### src/logic/rcc_pkg.sv
// Constants and types for the radio calibration and power-up configuration block.
// Assumes a single core clock and an upstream serial port decoder that issues register accesses.
package rcc_pkg;

    // ************************************************************
    // Register map and field layout
    // ************************************************************
    localparam logic [5:0] RCC_CFG_OFFSET      = 6'h18;
    localparam int         RCC_AUTOCAL_LSB     = 4;
    localparam int         RCC_TIMEOUT_LSB     = 2;
    localparam logic [1:0] RCC_AUTOCAL_RESET   = 2'h0;
    localparam logic [1:0] RCC_TIMEOUT_RESET   = 2'h1;

    // ************************************************************
    // Counters
    // ************************************************************
    localparam int         RCC_RIPPLE_W        = 6;
    localparam int         RCC_EXPIRE_W        = 9;
    localparam logic [1:0] RCC_EVERY_NTH_LAST  = 2'h3;
    localparam logic [8:0] RCC_EXPIRE_SEL0     = 9'h001;
    localparam logic [8:0] RCC_EXPIRE_SEL1     = 9'h010;
    localparam logic [8:0] RCC_EXPIRE_SEL2     = 9'h040;
    localparam logic [8:0] RCC_EXPIRE_SEL3     = 9'h100;

    // ************************************************************
    // Types
    // ************************************************************
    typedef enum logic [1:0] {
        RCC_CAL_NEVER     = 2'b00,
        RCC_CAL_LEAVE     = 2'b01,
        RCC_CAL_RETURN    = 2'b10,
        RCC_CAL_RETURN_4  = 2'b11
    } rcc_autocal_t;

    typedef struct packed {
        rcc_autocal_t synth_autocal_select;
        logic [1:0]   powerup_ready_timeout;
    } rcc_cfg_t;

endpackage : rcc_pkg

### src/logic/rcc_top.sv
// Configuration register for the radio control state machine: auto-calibration and ready timeout.
// Assumes accesses arrive already decoded from the serial port, synchronous to the core clock.
//
// Summary of operation
// - Autocal 0 never, 1 on leaving idle, 2 on returning to idle.
// - Autocal 3 calibrates only on every fourth return to idle.
// - Ready-low stays high until ripple expirations reach 1, 16, 64 or 256.
// - Power-up timeout field survives sleep; other fields return to defaults.
`timescale 1ns/1ps
module rcc_top
    import rcc_pkg::*;
#(
    parameter int RIPPLE_W = RCC_RIPPLE_W
)
(
    input  wire logic       core_clk_in,
    input  wire logic       rst_in,
    input  wire logic       cfg_wr_en_in,
    input  wire logic       cfg_rd_en_in,
    input  wire logic [5:0] cfg_addr_in,
    input  wire logic [7:0] cfg_wdata_in,
    output logic      [7:0] cfg_rdata_out,
    input  wire logic       leave_idle_in,
    input  wire logic       return_idle_in,
    input  wire logic       calibrate_strobe_in,
    input  wire logic       sleep_in,
    input  wire logic       xosc_on_in,
    output logic            cal_start_out,
    output logic            chip_ready_low_out
);

    // ************************************************************
    // Decoding
    // ************************************************************
    function automatic logic [8:0] expire_target(input logic [1:0] sel);
        case (sel)
            2'b00:   expire_target = RCC_EXPIRE_SEL0;
            2'b01:   expire_target = RCC_EXPIRE_SEL1;
            2'b10:   expire_target = RCC_EXPIRE_SEL2;
            default: expire_target = RCC_EXPIRE_SEL3;
        endcase
    endfunction : expire_target

    // Ripple width needs room for a wrap; very wide counters stretch the wait past reason
    generate
        if (RIPPLE_W < 2 || RIPPLE_W > 16)
        begin : g_bad_ripple
            $error("ripple counter width out of range");
        end
    endgenerate

    rcc_cfg_t                  cfg_r;
    rcc_cfg_t                  cfg_nxt;
    logic [1:0]                ret_cnt_r;
    logic [1:0]                ret_cnt_nxt;
    logic [RIPPLE_W-1:0]       ripple_r;
    logic [RIPPLE_W-1:0]       ripple_nxt;
    logic [RCC_EXPIRE_W-1:0]   expire_r;
    logic [RCC_EXPIRE_W-1:0]   expire_nxt;
    logic [7:0]                rdata_nxt;
    logic                      cal_nxt;
    logic                      ready_low_nxt;

    wire logic                 hit_w     = cfg_addr_in == RCC_CFG_OFFSET;
    wire logic                 wr_w      = cfg_wr_en_in && hit_w;
    wire logic [8:0]           target_w  = expire_target(cfg_r.powerup_ready_timeout);
    wire logic                 ripple_ex = &ripple_r;
    wire logic                 mode3_ret = (cfg_r.synth_autocal_select == RCC_CAL_RETURN_4) && return_idle_in;
    wire logic                 fourth_w  = ret_cnt_r == RCC_EVERY_NTH_LAST;
    wire logic                 reached_w = expire_r == target_w;

    // Register write; sleep drops everything except the timeout field
    always_comb
    begin
        cfg_nxt = cfg_r;
        if (wr_w)
        begin
            cfg_nxt.synth_autocal_select  = rcc_autocal_t'(cfg_wdata_in[RCC_AUTOCAL_LSB +: 2]);
            cfg_nxt.powerup_ready_timeout = cfg_wdata_in[RCC_TIMEOUT_LSB +: 2];
        end
        if (sleep_in)
        begin
            cfg_nxt.synth_autocal_select  = rcc_autocal_t'(RCC_AUTOCAL_RESET);
            cfg_nxt.powerup_ready_timeout = cfg_r.powerup_ready_timeout;
        end
    end

    // Reserved positions are hard zeros, so nothing stored can leak out
    assign rdata_nxt = (cfg_rd_en_in && hit_w) ?
                       {2'b00, cfg_r.synth_autocal_select, cfg_r.powerup_ready_timeout, 2'b00} : 8'h00;

    // Calibration requests by mode
    assign cal_nxt = calibrate_strobe_in
                   || ((cfg_r.synth_autocal_select == RCC_CAL_LEAVE)  && leave_idle_in)
                   || ((cfg_r.synth_autocal_select == RCC_CAL_RETURN) && return_idle_in)
                   || (mode3_ret && fourth_w);

    // Return counter only runs in every-fourth mode; cleared otherwise so a mode change restarts it
    assign ret_cnt_nxt = (cfg_r.synth_autocal_select != RCC_CAL_RETURN_4) ? 2'b00 :
                         mode3_ret ? ret_cnt_r + 2'b01 : ret_cnt_r;

    // Ripple counter runs only while the crystal runs, so every start begins a full wrap
    assign ripple_nxt    = xosc_on_in ? ripple_r + RIPPLE_W'(1) : '0;

    // Expiration count saturates at the target; a smaller target later still reads as reached
    assign expire_nxt    = !xosc_on_in ? '0 :
                           (ripple_ex && (expire_r < target_w)) ? expire_r + 9'h001 : expire_r;
    assign ready_low_nxt = !(xosc_on_in && (expire_r >= target_w));

    // ************************************************************
    // State
    // ************************************************************
    // All state and every output register; reset values are constants only
    always_ff @(posedge core_clk_in or posedge rst_in)
    begin
        if (rst_in)
        begin
            cfg_r              <= '{rcc_autocal_t'(RCC_AUTOCAL_RESET), RCC_TIMEOUT_RESET};
            ret_cnt_r          <= 2'b00;
            ripple_r           <= '0;
            expire_r           <= '0;
            cfg_rdata_out      <= 8'h00;
            cal_start_out      <= 1'b0;
            chip_ready_low_out <= 1'b1;
        end
        else
        begin
            cfg_r              <= cfg_nxt;
            ret_cnt_r          <= ret_cnt_nxt;
            ripple_r           <= ripple_nxt;
            expire_r           <= expire_nxt;
            cfg_rdata_out      <= rdata_nxt;
            cal_start_out      <= cal_nxt;
            chip_ready_low_out <= ready_low_nxt;
        end
    end
endmodule : rcc_top

### config.mk
export PLATFORM = sky130hd
export DESIGN_NAME = rcc_top
export DESIGN_NICKNAME = d
export VERILOG_FILES = /design/src/logic/rcc_pkg.sv /design/src/logic/rcc_top.sv
export SDC_FILE = /design/constraint.sdc
export NUM_CORES = 1
export LEC_CHECK = 0
export BUFFER_PORTS_ARGS = -buffer_cell sky130_fd_sc_hd__buf_2
export CAP_MARGIN = 25
export CORE_MARGIN = 2
export CORE_UTILIZATION = 35
export CTS_BUF_LIST = sky130_fd_sc_hd__clkbuf_8 sky130_fd_sc_hd__clkbuf_16
export DETAILED_ROUTE_END_ITERATION = 12
export PLACE_DENSITY = 0.65
export SETUP_SLACK_MARGIN = 0.5
export SYNTH_ARGS = -nofsm -noshare
export SYNTH_HDL_FRONTEND = slang
export SYNTH_SLANG_ARGS = --single-unit
### constraint.sdc
create_clock -name core_clk_in -period 7.2 [get_ports core_clk_in]
set_input_delay 1.44 -clock core_clk_in [delete_from_list [all_inputs] [get_ports core_clk_in]]
set_output_delay 1.44 -clock core_clk_in [all_outputs]
set_load 0.01 [all_outputs]
==> flow_results.org, run 1 <==
** Outcome
- The flow ran to the end, and the final reports show no timing, DRC or antenna violations.

** Layout
- The sequential cells in the finished layout cover a total of 678 um2.
- The repair_antennas step left the layout with diodes totalling 0.
- Post-route standard cell area excluding fillers :: 1660 um2
- The area growth from synthesis to layout is 15.5%.
- Number of nets in the final layout :: 194
- Most frequent standard cell in the layout excluding fill and tap cells :: sky130_fd_sc_hd__dfrtp_1
- Highest-count cells in the layout ignoring fill and taps :: 25 x sky130_fd_sc_hd__dfrtp_1, 24 x sky130_fd_sc_hd__buf_2, 14 x sky130_fd_sc_hd__nand2_1
- Fill cells in the final layout number 384.
- Number of cells in the finished layout apart from fillers :: 213
- Cells with a size suffix above 1 make up 22.7% of the layout.
- Summing all multi-input logic gate instances after layout gives 709 um2.

** Power and ir drop
- Sequential share of power :: 58.7%
- VDD sags by at most 0.0000697 V.
- Int Power :: 0.000207 W
- In this run the static leakage power is 0.758 nW.
- Switching Power :: 0.0000633 W
- Switching share of total power :: 23.5%
- Per report_power, the clock group accounts for 30.8% of the total.
- Dividing total power by cell area gives a power density of 162 nW/um2.
- Combinational cells account for 10.4% of the total power.

** Die
- Placement Rows :: 23
- The core region is 3970 um2.
- Die Outline Area :: 4640 um2
- Floorplan die height :: 68.1 um
- During I/O placement, the number of pins put on the boundary was 33.
- In this run the horizontal extent of the chip is 68.1 um.
- For this configuration, the core starts out at a cell density of 36.3%.

** Global routing
- The initial antenna violation count came to 0.
- Entering global routing, the biggest net connects 28 pins.
- Global routing used 13.0% of the available tracks.
- Overflow after GRT :: 0
- The first global-routing pass estimated 4.59 mm of wire.
- The via count of the first global-routing pass is 1077.

** STA
- At the pin with the least slew margin, the transition time is 0.604 ns.
- RSZ-0062 raised after global routing :: no
- Count of final max-slew check failures :: 0
- Worst max-slew margin expressed relative to the limit :: 59.7%
- Minimum hold slack :: 0.478 ns
- Number of hold violations in the final report :: 0
- Max Clock Skew :: 0.00596 ns
- Summed over all failing endpoints, the final setup total negative slack is 0 ns.
- Part of the cycle the worst path needs :: 37.4%
- Setup violations remaining at the end of the flow were counted as 0.
- The smallest clock period supported by the final layout is computed as 2.69 ns.
- Highest Clock Rate :: 371 MHz

** Critical path
- WP data arrival :: 2.86 ns
- Along the worst path, the maximum fanout reaches 5.
- Cell type of the slowest stage on the worst timing path :: sky130_fd_sc_hd__nor3_1
- CP Buf/Inv Count :: 1
- The worst setup path is of the input port to flop kind.
- The worst setup path is launched from an input port.
- Endpoint type of the worst setup path :: flop
- Critical path, cell by cell :: buf_2 -> nand4bb_1 -> nor3_1 -> nand2_1 -> nor2_1 -> mux2_2
- At the worst endpoint, the required time is 7.36 ns.
- The kind of cell with the highest combined delay along the critical path is simple AND/OR/NAND/NOR gates.
- On the worst path, the slowest cell contributes a delay of 0.43 ns.

** Place
- At the end of routability-driven placement, the weighted congestion stood at 0.859.
- Inst Count DP :: 208
- DPL Wire Length :: 2.05 mm
- Count of buffers from port buffering :: 24
- Placement Cell Area :: 1590 um2

** Synth
- sky130_fd_sc_hd__dfrtp_1 takes more of the synthesized area than any other cell.
- Synthesized cell area :: 1440 um2
- Yosys printed 0 warnings.
- Averaged over all synthesized cells, the footprint is 10.5 um2.
- Flip-flop and latch count after synthesis :: 27
- Top area cells in the synthesized netlist :: sky130_fd_sc_hd__dfrtp_1 43%, sky130_fd_sc_hd__ha_1 6.1%, sky130_fd_sc_hd__xnor2_1 4.9%, sky130_fd_sc_hd__and2_1 4.8%, sky130_fd_sc_hd__dfstp_2 3.6%
- Synthesized instance count :: 137
- Summed over its instances, the top area cell type makes up 43.4% of the synthesized netlist area.
- Sequential elements use 47.1% of the synthesized area.
- The number of different library cells used by synthesis comes to 38.

** Routing
- In the routed design, unresolved DRC markers number 0.
- The detailed router placed 1027 vias in this run.
- Final routed wire length divided by cell count :: 12.5 um
- In the routed layout, each cell is associated on average with a via count of 4.82.
- The pre-antenna-repair detailed-routing pass consisted of 4 iterations.
- Number of nets with antenna violations after detailed routing :: 0
- Routed wire length :: 2.66 mm
- The first routing iteration left 34 violations.

** Clocking
- Number of gates given a new drive strength after cts :: 0
- The later pin in the worst-skew pair is clocked with a latency of 0.27 ns.
- Sink Count :: 27
- After clock tree synthesis, the clock-pin slew on the worst setup and hold paths is 0.09 ns.
- Number of buffers created by CTS :: 3
- Buffers inserted to repair hold after CTS numbered 0.
- CTS Buffer Depth :: 2
- Clock root buffer :: sky130_fd_sc_hd__clkbuf_8
- CTS HTree Levels :: 1
- TritonCTS built the clock tree.
- Buffers inserted during post-CTS setup optimization :: 0

** Hold path
- The path class of the tightest hold or removal check is flop to flop.

** Flow run
- Max capacitance violation total :: 0
per-layer routing:
layer / vias to the layer above / GRT usage (%) / part of all wire (%)
met2: 18 / 24.0 / 51
met5: - / 0 / 0
li1: 515 / - / -
met1: 489 / 15.0 / 44
met3: 5 / 0.987 / 2.7
met4: 0 / 6.00 / 1.9
worst paths after layout:
path	startpoint	endpoint	slack, ns	cells after the start
max	cfg_addr_in[2]	cfg_r[1]	4.51	6
min	ripple_r[0]	ripple_r[0]	0.48	1
max reg2reg	cfg_r[0]	expire_r[5]	4.76	7
min reg2reg	ripple_r[0]	ripple_r[0]	0.48	1
max in group asynchronous	rst_in	chip_ready_low_out	5.65	3
min in group asynchronous	rst_in	cfg_r[3]	1.07	2
cells by family (layout without fill, tap and decap cells):
kind of cell | count (synthesis) | after routing | share of synthesized area, %
and+or+nand+nor | 56 | 56 | 20.2
DFF | 27 | 27 | 47.1
AOI/OAI and AO/OA | 21 | 21 | 12.8
buffers and inverters | 11 | 34 | 4.43
xor gates and xnor gates | 9 | 9 | 5.47
adders and majority gates | 7 | 7 | 6.08
muxes | 5 | 5 | 3.65
other | 1 | 4 | 0.260
cell type report:
class	count	share of cell area (%)
Tap cell	50	3.76
Sequential cell	27	40.8
Clock inverter	1	0.301
Timing Repair Buffer	25	8.88
Inverter	5	1.13
Multi-Input combinational cell	102	42.7
Clock buffer	3	2.48
registers in the layout, summed over array words and instances (netlist names):
name,count
expire_r,9
ripple_r,6
cfg_r,4
cfg_rdata_out,4
ret_cnt_r,2
cal_start_out,1
chip_ready_low_out,1
cell usage after synthesis, drive strengths merged:
cell and n:
a2111oi 1, a211o 1, a21boi 2, a21oi 3
a31oi 1, and2 11, and3 2, and4 1
buf 5, clkbuf 1, conb 1, dfrtp 25
dfstp 2, ha 7, inv 5, mux2 2
mux2i 3, nand2 14, nand2b 3, nand3 6
nand4bb 1, nor2 9, nor2b 3, nor3 3
nor4 1, o2111ai 1, o211ai 4, o21a 2
o21ai 5, o31ai 1, or3 1, or4 1
xnor2 8, xor2 1
worst reg2reg max path: stages (launching register included):
cell and delay, ns:
sky130_fd_sc_hd__dfstp_2 0.58, sky130_fd_sc_hd__nand2b_1 0.11, sky130_fd_sc_hd__ha_1 0.24, sky130_fd_sc_hd__a211o_1 0.39, sky130_fd_sc_hd__a21oi_4 0.21, sky130_fd_sc_hd__o211ai_4 0.14, sky130_fd_sc_hd__or4_1 0.54, sky130_fd_sc_hd__a21boi_1 0.16
through the flow:
| stage | utilization, % | power [W] | worst slack (ns) |
|---|---|---|---|
| CTS | 41.2 | 0.000274 | 4.51 |
| detailed placement | 40.0 | 0.000188 | 4.24 |
| global placement | 40.0 | 0.000187 | 4.30 |
| floorplan | - | 0.000181 | 4.55 |
| finish | 41.9 | 0.000270 | 4.51 |
| global route | 41.9 | 0.000286 | 4.33 |
power by group through the flow:
stage	clock network, W	logic [W]	registers [W]
2_1_floorplan	0	0.0000191	0.000161
3_3_place_gp	0	0.0000257	0.000161
3_5_place_dp	0	0.0000265	0.000162
4_1_cts	0.0000883	0.0000267	0.000159
5_1_grt	0.0000941	0.0000325	0.000159
6_report	0.0000832	0.0000281	0.000159
No activity file was read; power rests on OpenSTA's default activity.
==> run 2: changes to the inputs <==
--- a/config.mk
+++ b/config.mk
@@ -11,7 +11,7 @@
 export CORE_UTILIZATION = 35
 export CTS_BUF_LIST = sky130_fd_sc_hd__clkbuf_8 sky130_fd_sc_hd__clkbuf_16
 export DETAILED_ROUTE_END_ITERATION = 12
-export PLACE_DENSITY = 0.65
+export PLACE_DENSITY = 0.67
 export SETUP_SLACK_MARGIN = 0.5
 export SYNTH_ARGS = -nofsm -noshare
 export SYNTH_HDL_FRONTEND = slang
==> constraint.sdc (replaced) <==
create_clock -name core_clk_in -period 2.3 [get_ports core_clk_in]
set_input_delay 0.46 -clock core_clk_in [delete_from_list [all_inputs] [get_ports core_clk_in]]
set_output_delay 0.46 -clock core_clk_in [all_outputs]
set_load 0.01 [all_outputs]
==> run 2 against run 1 <==
- sequential cell count unchanged
- register-to-register slack got worse by 4.7 ns
- clock power increased to 3.2 times the previous value
- hold slack got worse by 0.23 ns
- non-clock buffer count increased by 11
- clock skew decreased by 0.0011 ns
- highest routed layer unchanged
- sequential share of layout area decreased by 4.4 points
- cell count increased by 5.2%
- largest power group unchanged
- wire length increased by 4.1%
- die area unchanged
==> flow_results.org, run 2 (same netlist as run 1, synthesis figures left out) <==
** Place
- Count of buffers from port buffering :: 24
- In this run the cell area measured after placement is 1650 um2.
- Post-Place Setup Slack :: 0.130 ns
- DPL Wire Length :: 1.97 mm
- Routability-driven placement congestion ratio :: 0.831

** Layout
- Fraction of layout instances using a drive strength above 1 :: 34.5%
- Once layout is done, the placed cells without fillers occupy 1860 um2.
- Fillers :: 375
- The number of antenna diodes in the final layout is 0.
- Number of nets in the final layout :: 205
- Max FFs per register :: 9
- The library cell used most frequently in the layout, excluding fill and tap cells, is sky130_fd_sc_hd__dfrtp_1.
- Relative to the synthesized area, the layout overhead comes to 29.3%.
- Register name with the most flops :: expire_r
- Biggest regs :: expire_r x9, ripple_r x6
- The top cell types in the final layout, fill and taps aside, are 25 x sky130_fd_sc_hd__dfrtp_1, 24 x sky130_fd_sc_hd__buf_2, 12 x sky130_fd_sc_hd__nand2_1.

** STA
- The worst pin sits at a relative slew slack of 57.9%.
- For the pin with the worst max-slew slack, the measured transition is 0.630 ns.
- Counting I/O delays and the setup requirement, the final critical path takes 2.20 ns.
- Setup tns final :: 0 ns
- RSZ-0062 raised after global routing :: yes
- Setup slack after layout :: 0.100 ns
- In the finished design, the share of the clock period the worst path needs comes to 95.6%.
- Highest Clock Rate :: 455 MHz
- Setup violations remaining at the end of the flow were counted as 0.
- Max Clock Skew :: 0.00486 ns
- Number of hold violations in the final report :: 0
- The max-slew violation total from the final report is 0.

** Critical path
- Required time of the critical path :: 2.47 ns
- The critical path contains buffers and inverters numbering 0 combined.
- For the worst setup path, the data arrival time is 2.37 ns.
- The worst setup path is launched from a flop.
- The slowest stage of the critical path belongs to the cell sky130_fd_sc_hd__dfstp_2.
- Cell family with the largest share of critical-path delay :: compound AO/OA/AOI/OAI gates
- The critical path in this run is classified as flop to flop.
- Max Fanout on Critical Path :: 4
- Traced cell by cell, the critical path runs through nand2b_4 -> ha_4 -> a211o_1 -> a2111oi_4 -> o211ai_1 -> xnor2_1 -> and2_1.
- The worst setup path is captured at a flop.
- Maximum cell stage delay along the critical path :: 0.54 ns

** Global routing
- Global-route usage over all layers :: 12.8%
- Entering global routing, the biggest net connects 18 pins.
- Vias in the first global route :: 1008
- The initial antenna violation count came to 0.
- Wire length of the first global-routing pass :: 4.48 mm
- The total overflow left after global routing is 0.

** Clocking
- Clock root buffer :: sky130_fd_sc_hd__clkbuf_8
- For this design, the sink count on the clock tree is 27.
- Clock latency reported for the late side of the worst-skew pair :: 0.27 ns
- CTS HTree Levels :: 1
- TritonCTS built the clock tree.
- CTS Buffer Depth :: 2
- Clock edge transition at the registers on the reported setup and hold paths :: 0.10 ns
- Number of buffers created by CTS :: 3

** Routing
- Routed wire length :: 2.76 mm
- Iteration-0 DRC Markers :: 33
- After detailed routing, the number of vias per cell comes to 4.78.
- Count of unresolved DRC violations after routing :: 0
- The count of nets left with antenna violations once routing finished came out at 0.
- Final routed wire length divided by cell count :: 12.3 um
- The first TritonRoute pass finished after 4 iterations.
- Across all layers, the routed design uses 1071 vias.

** Power and ir drop
- VDD sags by at most 0.000193 V.
- Dividing total power by cell area gives a power density of 481 nW/um2.
- For this design the static power due to leakage is 0.858 nW.

** Die
- The region available for standard cell placement spans 3970 um2.
- Number of I/O pins :: 33
- Starting utilization of the core area :: 36.3%
- Floorplan die height :: 68.1 um
- Width of the chip :: 68.1 um
- Die Outline Area :: 4640 um2
- In this run the core area contains 23 standard-cell rows.

** Hold path
- Kind of path behind the tightest hold check :: input port to asynchronous set/reset pin

** Flow run
- The tool flagged a number of max-cap violations equal to 0.

** Outcome
- Status :: finished clean
## run 2: cell types whose count changed in the layout (fill, tap and decap cells not counted), moves of 3 or more
cell / before / now
sky130_fd_sc_hd__buf_4: 0 / 7
sky130_fd_sc_hd__buf_6: 0 / 4
sky130_fd_sc_hd__ha_4: 0 / 3
sky130_fd_sc_hd__ha_1: 7 / 3
## run 2: final timing paths
kind / slack (ns) / start / depth (start not counted) / end
min in group core_clk_in: 0.38 / sleep_in / 2 / cfg_r[2]
max in group asynchronous: 1.45 / rst_in / 3 / expire_r[7]
hold reg to reg: 0.47 / ripple_r[0] / 1 / ripple_r[0]
setup / recovery: 0.10 / cfg_r[0] / 7 / expire_r[8]
hold / removal: 0.25 / rst_in / 2 / cfg_r[2]
setup reg to reg: 0.10 / cfg_r[0] / 7 / expire_r[8]
## run 2: metrics by stage
step	hold slack (ns)	power, W	cells	utilization [%]
after CTS	0.274	0.000898	224	46.3
after global routing	0.305	0.000936	224	46.9
after global placement	0.457	0.000602	213	41.5
after floorplan	0.431	0.000569	140	-
final	0.249	0.000895	224	46.9
after detailed placement	0.468	0.000603	213	41.5
## run 2: worst register-to-register path: stages (launching register included)
cell and delay [ns]:
sky130_fd_sc_hd__dfstp_2 0.54, sky130_fd_sc_hd__nand2b_4 0.12, sky130_fd_sc_hd__ha_4 0.19, sky130_fd_sc_hd__a211o_1 0.32, sky130_fd_sc_hd__a2111oi_4 0.42, sky130_fd_sc_hd__o211ai_1 0.19
sky130_fd_sc_hd__xnor2_1 0.16, sky130_fd_sc_hd__and2_1 0.16
## run 2: repair_timing
item,in CTS,in global routing
pin swaps,7,6
buffers inserted,7,0
setup endpoints to repair,10,10
gates resized for setup,15,5
hold buffers,0,0
## run 2: report_power, final
part           switching (W)  leakage [nW]  internal, W  total (W)
Combinational      0.0000621         0.471    0.0000669   0.000129
Sequential        0.00000749         0.365     0.000488   0.000495
Clock               0.000148        0.0217     0.000123   0.000270
## run 2: area by class of cell
class / instances / area [um2] / share of cell area, %
Clock buffer: 3 / 41.3 / 2.22
Clock inverter: 1 / 7.51 / 0.403
Inverter: 5 / 18.8 / 1.01
Multi-Input combinational cell: 102 / 816 / 43.8
Sequential cell: 27 / 678 / 36.4
Tap cell: 50 / 62.6 / 3.36
Timing Repair Buffer: 36 / 238 / 12.8
## run 2: layer usage
| metal | global-route usage [%] | vias up | part of all wire (%) |
|---|---|---|---|
| met3 | 1.48 | 2 | 1.8 |
| met1 | 16.3 | 519 | 46 |
| li1 | - | 537 | - |
| met5 | 0 | - | 0 |
| met4 | 3.75 | 0 | 0.98 |
| met2 | 22.5 | 13 | 51 |
==> run 3: changes to the inputs <==
--- a/config.mk
+++ b/config.mk
@@ -8,10 +8,11 @@
 export BUFFER_PORTS_ARGS = -buffer_cell sky130_fd_sc_hd__buf_2
 export CAP_MARGIN = 25
 export CORE_MARGIN = 2
-export CORE_UTILIZATION = 35
+export CORE_UTILIZATION = 40
 export CTS_BUF_LIST = sky130_fd_sc_hd__clkbuf_8 sky130_fd_sc_hd__clkbuf_16
+export CTS_CLUSTER_DIAMETER = 40
 export DETAILED_ROUTE_END_ITERATION = 12
-export PLACE_DENSITY = 0.67
+export PLACE_DENSITY = 0.74
 export SETUP_SLACK_MARGIN = 0.5
 export SYNTH_ARGS = -nofsm -noshare
 export SYNTH_HDL_FRONTEND = slang
==> run 3 against run 2 <==
- first-iteration DRC count grew to 2.7 times the previous value
- non-clock buffer count unchanged
- combinational power about the same
- sequential power about the same
- largest power group unchanged
- clock power is 7.8% higher
- critical path depth is the same
- wire length grew 4.7%
- sequential cell count unchanged
- setup slack improved by 0.0077 ns
==> flow_results.org, run 3 (same netlist as run 1, synthesis figures left out) <==
** Outcome
- The run finished with clean final reports.

** Critical path
- The critical path in this run is classified as flop to flop.
- The worst register-to-register path ends at expire_r[8].
- In this design, the stage delay of the slowest critical-path cell is 0.55 ns.
- R2R Path Start :: cfg_r[0]
- WP data arrival :: 2.38 ns
- Destination of the critical timing path :: expire_r[8]
- STA classifies the critical path endpoint as a flop.
- In this run the worst setup path begins at cfg_r[0].
- Among all stages on the critical path, the largest delay is contributed by sky130_fd_sc_hd__dfstp_2.
- FF-to-FF setup slack :: 0.11 ns
- Required time of the critical path :: 2.49 ns
- The worst setup path is launched from a flop.
- Measured in cells, the most critical reg-to-reg path has a length of 7.
- Walking the worst path, the cells encountered are nand2b_4 -> ha_4 -> a211o_4 -> a2111oi_4 -> o211ai_1 -> xnor2_1 -> and2_1.
- Max Fanout on Critical Path :: 4

** Global routing
- Global-route usage over all layers :: 17.1%
- The via count of the first global-routing pass was 1175.
- Entering global routing, the biggest net connects 28 pins.
- After global routing the overflow that remains totals 0.
- Initial antenna violation count :: 0
- The first global-routing pass estimated 5.42 mm of wire.

** STA
- The total count of hold-check failures in the final report was 0.
- Highest Clock Rate :: 456 MHz
- The worst path in the final design needs a cycle of 2.19 ns, including I/O delays and setup.
- In the finished design, the share of the clock period the worst path needs comes to 95.3%.
- Setup tns final :: 0 ns
- Max Clock Skew :: 0.00744 ns
- Number of failing setup endpoints in the final timing report :: 0
- RSZ-0062 raised after global routing :: yes
- The max-slew violation total from the final report is 0.

** Clocking
- The later pin in the worst-skew pair is clocked with a latency of 0.29 ns.
- Clock edge transition at the registers on the reported setup and hold paths :: 0.10 ns
- Clock tree synthesis found a total of 27 sinks.
- TritonCTS clock tree :: done
- Hold Buf Count CTS :: 0
- Clock tree synthesis inserted a total of 3 buffers.
- The cell sitting at the root of the clock tree is a sky130_fd_sc_hd__clkbuf_8.
- CTS Buffer Depth :: 2
- CTS HTree Levels :: 1

** Flow run
- Max capacitance violation total :: 0

** Power and ir drop
- Int Power :: 0.000682 W
- Switching Power :: 0.000233 W
- Dividing total power by cell area gives a power density of 496 nW/um2.
- VDD sags by at most 0.000218 V.
- Share of total power in the clock network :: 31.8%
- For this design the static power due to leakage is 0.854 nW.
- Of the total power, combinational logic draws 14.0%.
- Sequential share of power :: 54.2%
- Net switching is 25.5% of the power.

** Layout
- Leaving out fill and tap cells, the most frequent cells in the layout are 25 x sky130_fd_sc_hd__dfrtp_1, 24 x sky130_fd_sc_hd__buf_2, 13 x sky130_fd_sc_hd__nand2_1.
- Ranked by flip-flop count, first place goes to expire_r.
- In the final layout, the share of cells above drive strength 1 is 33.9%.
- Area grow syn2layout :: 28.1%
- After the last flow step, the layout net total stands at 205.
- Fin util :: 54.4%
- Registers take 678 um2.
- The filler cells instantiated in the layout total 293.
- Most frequent standard cell in the layout excluding fill and tap cells :: sky130_fd_sc_hd__dfrtp_1
- Max FFs per register :: 9
- In the final layout, the multi-input gates occupy 820 um2.
- Diode count :: 0
- Biggest regs :: expire_r x9, ripple_r x6

** Routing
- The first detailed-routing pass ran for 4 iterations.
- Vias per std cell :: 4.98
- The detailed router finished its first iteration with 88 violations.
- The final layout contains routed wiring with a total length of 2.89 mm.
- Total via count in the routed design :: 1096
- In this run the remaining antenna-violating nets after routing total 0.
- In the final routed layout, each cell accounts on average for 13.2 um.
- Count of unresolved DRC violations after routing :: 0

** Die
- During I/O placement, the number of pins put on the boundary was 33.
- The die is 64 um tall.
- Width of the chip :: 64 um
- The region available for standard cell placement spans 3390 um2.
- The die covers 4100 um2.
- Starting utilization of the core area :: 42.5%
- After floorplanning, the core was divided into 21 placement rows.

** Hold path
- Kind of path behind the tightest hold check :: input port to asynchronous set/reset pin

** Place
- Count of buffers from port buffering :: 24
- DPL Wire Length :: 2.04 mm
- The congestion estimate from routability-driven global placement came to 0.860.
==> run 3: cell types whose count changed in the layout (fill, tap and decap cells not counted) <==
cell | previous run | this run
sky130_fd_sc_hd__nand2_1 | 12 | 13
sky130_fd_sc_hd__o21ai_0 | 3 | 4
sky130_fd_sc_hd__inv_6 | 0 | 1
sky130_fd_sc_hd__a211o_1 | 1 | 0
sky130_fd_sc_hd__ha_1 | 3 | 4
sky130_fd_sc_hd__o21ai_1 | 2 | 1
sky130_fd_sc_hd__buf_12 | 1 | 0
sky130_fd_sc_hd__ha_2 | 1 | 0
sky130_fd_sc_hd__buf_6 | 4 | 3
sky130_fd_sc_hd__clkinvlp_4 | 1 | 0
sky130_fd_sc_hd__a211o_4 | 0 | 1
sky130_fd_sc_hd__nand2_2 | 2 | 1
sky130_fd_sc_hd__buf_4 | 7 | 9
==> run 3: how the worst min path moves through the flow <==
| stage | slack (ns) | endpoint | start |
|---|---|---|---|
| 3_5_place_dp | 0.46 | ripple_r[0] | ripple_r[0] |
| 6_report | 0.21 | ripple_r[5] | rst_in |
| 2_1_floorplan | 0.43 | ripple_r[0] | ripple_r[0] |
| 5_1_grt | 0.23 | ripple_r[5] | rst_in |
| 3_3_place_gp | 0.44 | ripple_r[0] | ripple_r[0] |
| 4_1_cts | 0.22 | ripple_r[5] | rst_in |
==> run 3: power groups by stage <==
stage / Sequential (W) / Combinational, W / Clock [W]
floorplan: 0.000506 / 0.0000631 / 0
global placement: 0.000505 / 0.0000921 / 0
detailed placement: 0.000506 / 0.0000958 / 0
CTS: 0.000496 / 0.000118 / 0.000299
global route: 0.000498 / 0.000143 / 0.000328
finish: 0.000496 / 0.000128 / 0.000291
==> run 3: area by class of cell <==
type,count,area share (%)
Inverter,5,1.02
Timing Repair Buffer,36,12.0
Clock inverter,1,0.475
Tap cell,46,3.12
Sequential cell,27,36.7
Clock buffer,3,2.24
Multi-Input combinational cell,102,44.4
==> run 3: layer usage <==
| metal | track usage, % | routed length, um | vias up | share of wire, % |
|---|---|---|---|---|
| met2 | 29.8 | 1460 | 31 | 50 |
| met4 | 8.15 | 63 | 0 | 2.2 |
| met5 | 0 | 0 | - | 0 |
| li1 | - | - | 535 | - |
| met1 | 20.7 | 1230 | 525 | 42 |
| met3 | 2.29 | 142 | 5 | 4.9 |
==> run 3: critical path, delay by kind of cell (launching register included) <==
| family | cells | cell delay (ns) |
|---|---|---|
| AOI/OAI and AO/OA | 3 | 0.90 |
| xor gates and xnor gates | 1 | 0.16 |
| adders and majority gates | 1 | 0.20 |
| DFF | 1 | 0.55 |
| and+or+nand+nor | 2 | 0.28 |
==> run 3: per-stage QoR <==
step / cells / cell area, um2 / total power (W) / hold WS [ns] / setup WS (ns)
final: 220 / 1850 / 0.000915 / 0.206 / 0.108
after floorplan: 140 / 1470 / 0.000569 / 0.431 / 0.220
after global placement: 208 / 1630 / 0.000597 / 0.444 / 0.119
after detailed placement: 208 / 1630 / 0.000602 / 0.461 / 0.0548
after global routing: 220 / 1850 / 0.000970 / 0.231 / 0.00605
after CTS: 219 / 1820 / 0.000912 / 0.217 / 0.0985
==> run 3: repair_timing <==
item,CTS,global route
resized for setup,14,4
pin swaps,10,5
cloned,0,0
endpoints found under the setup margin,10,10
setup buffers,7,1
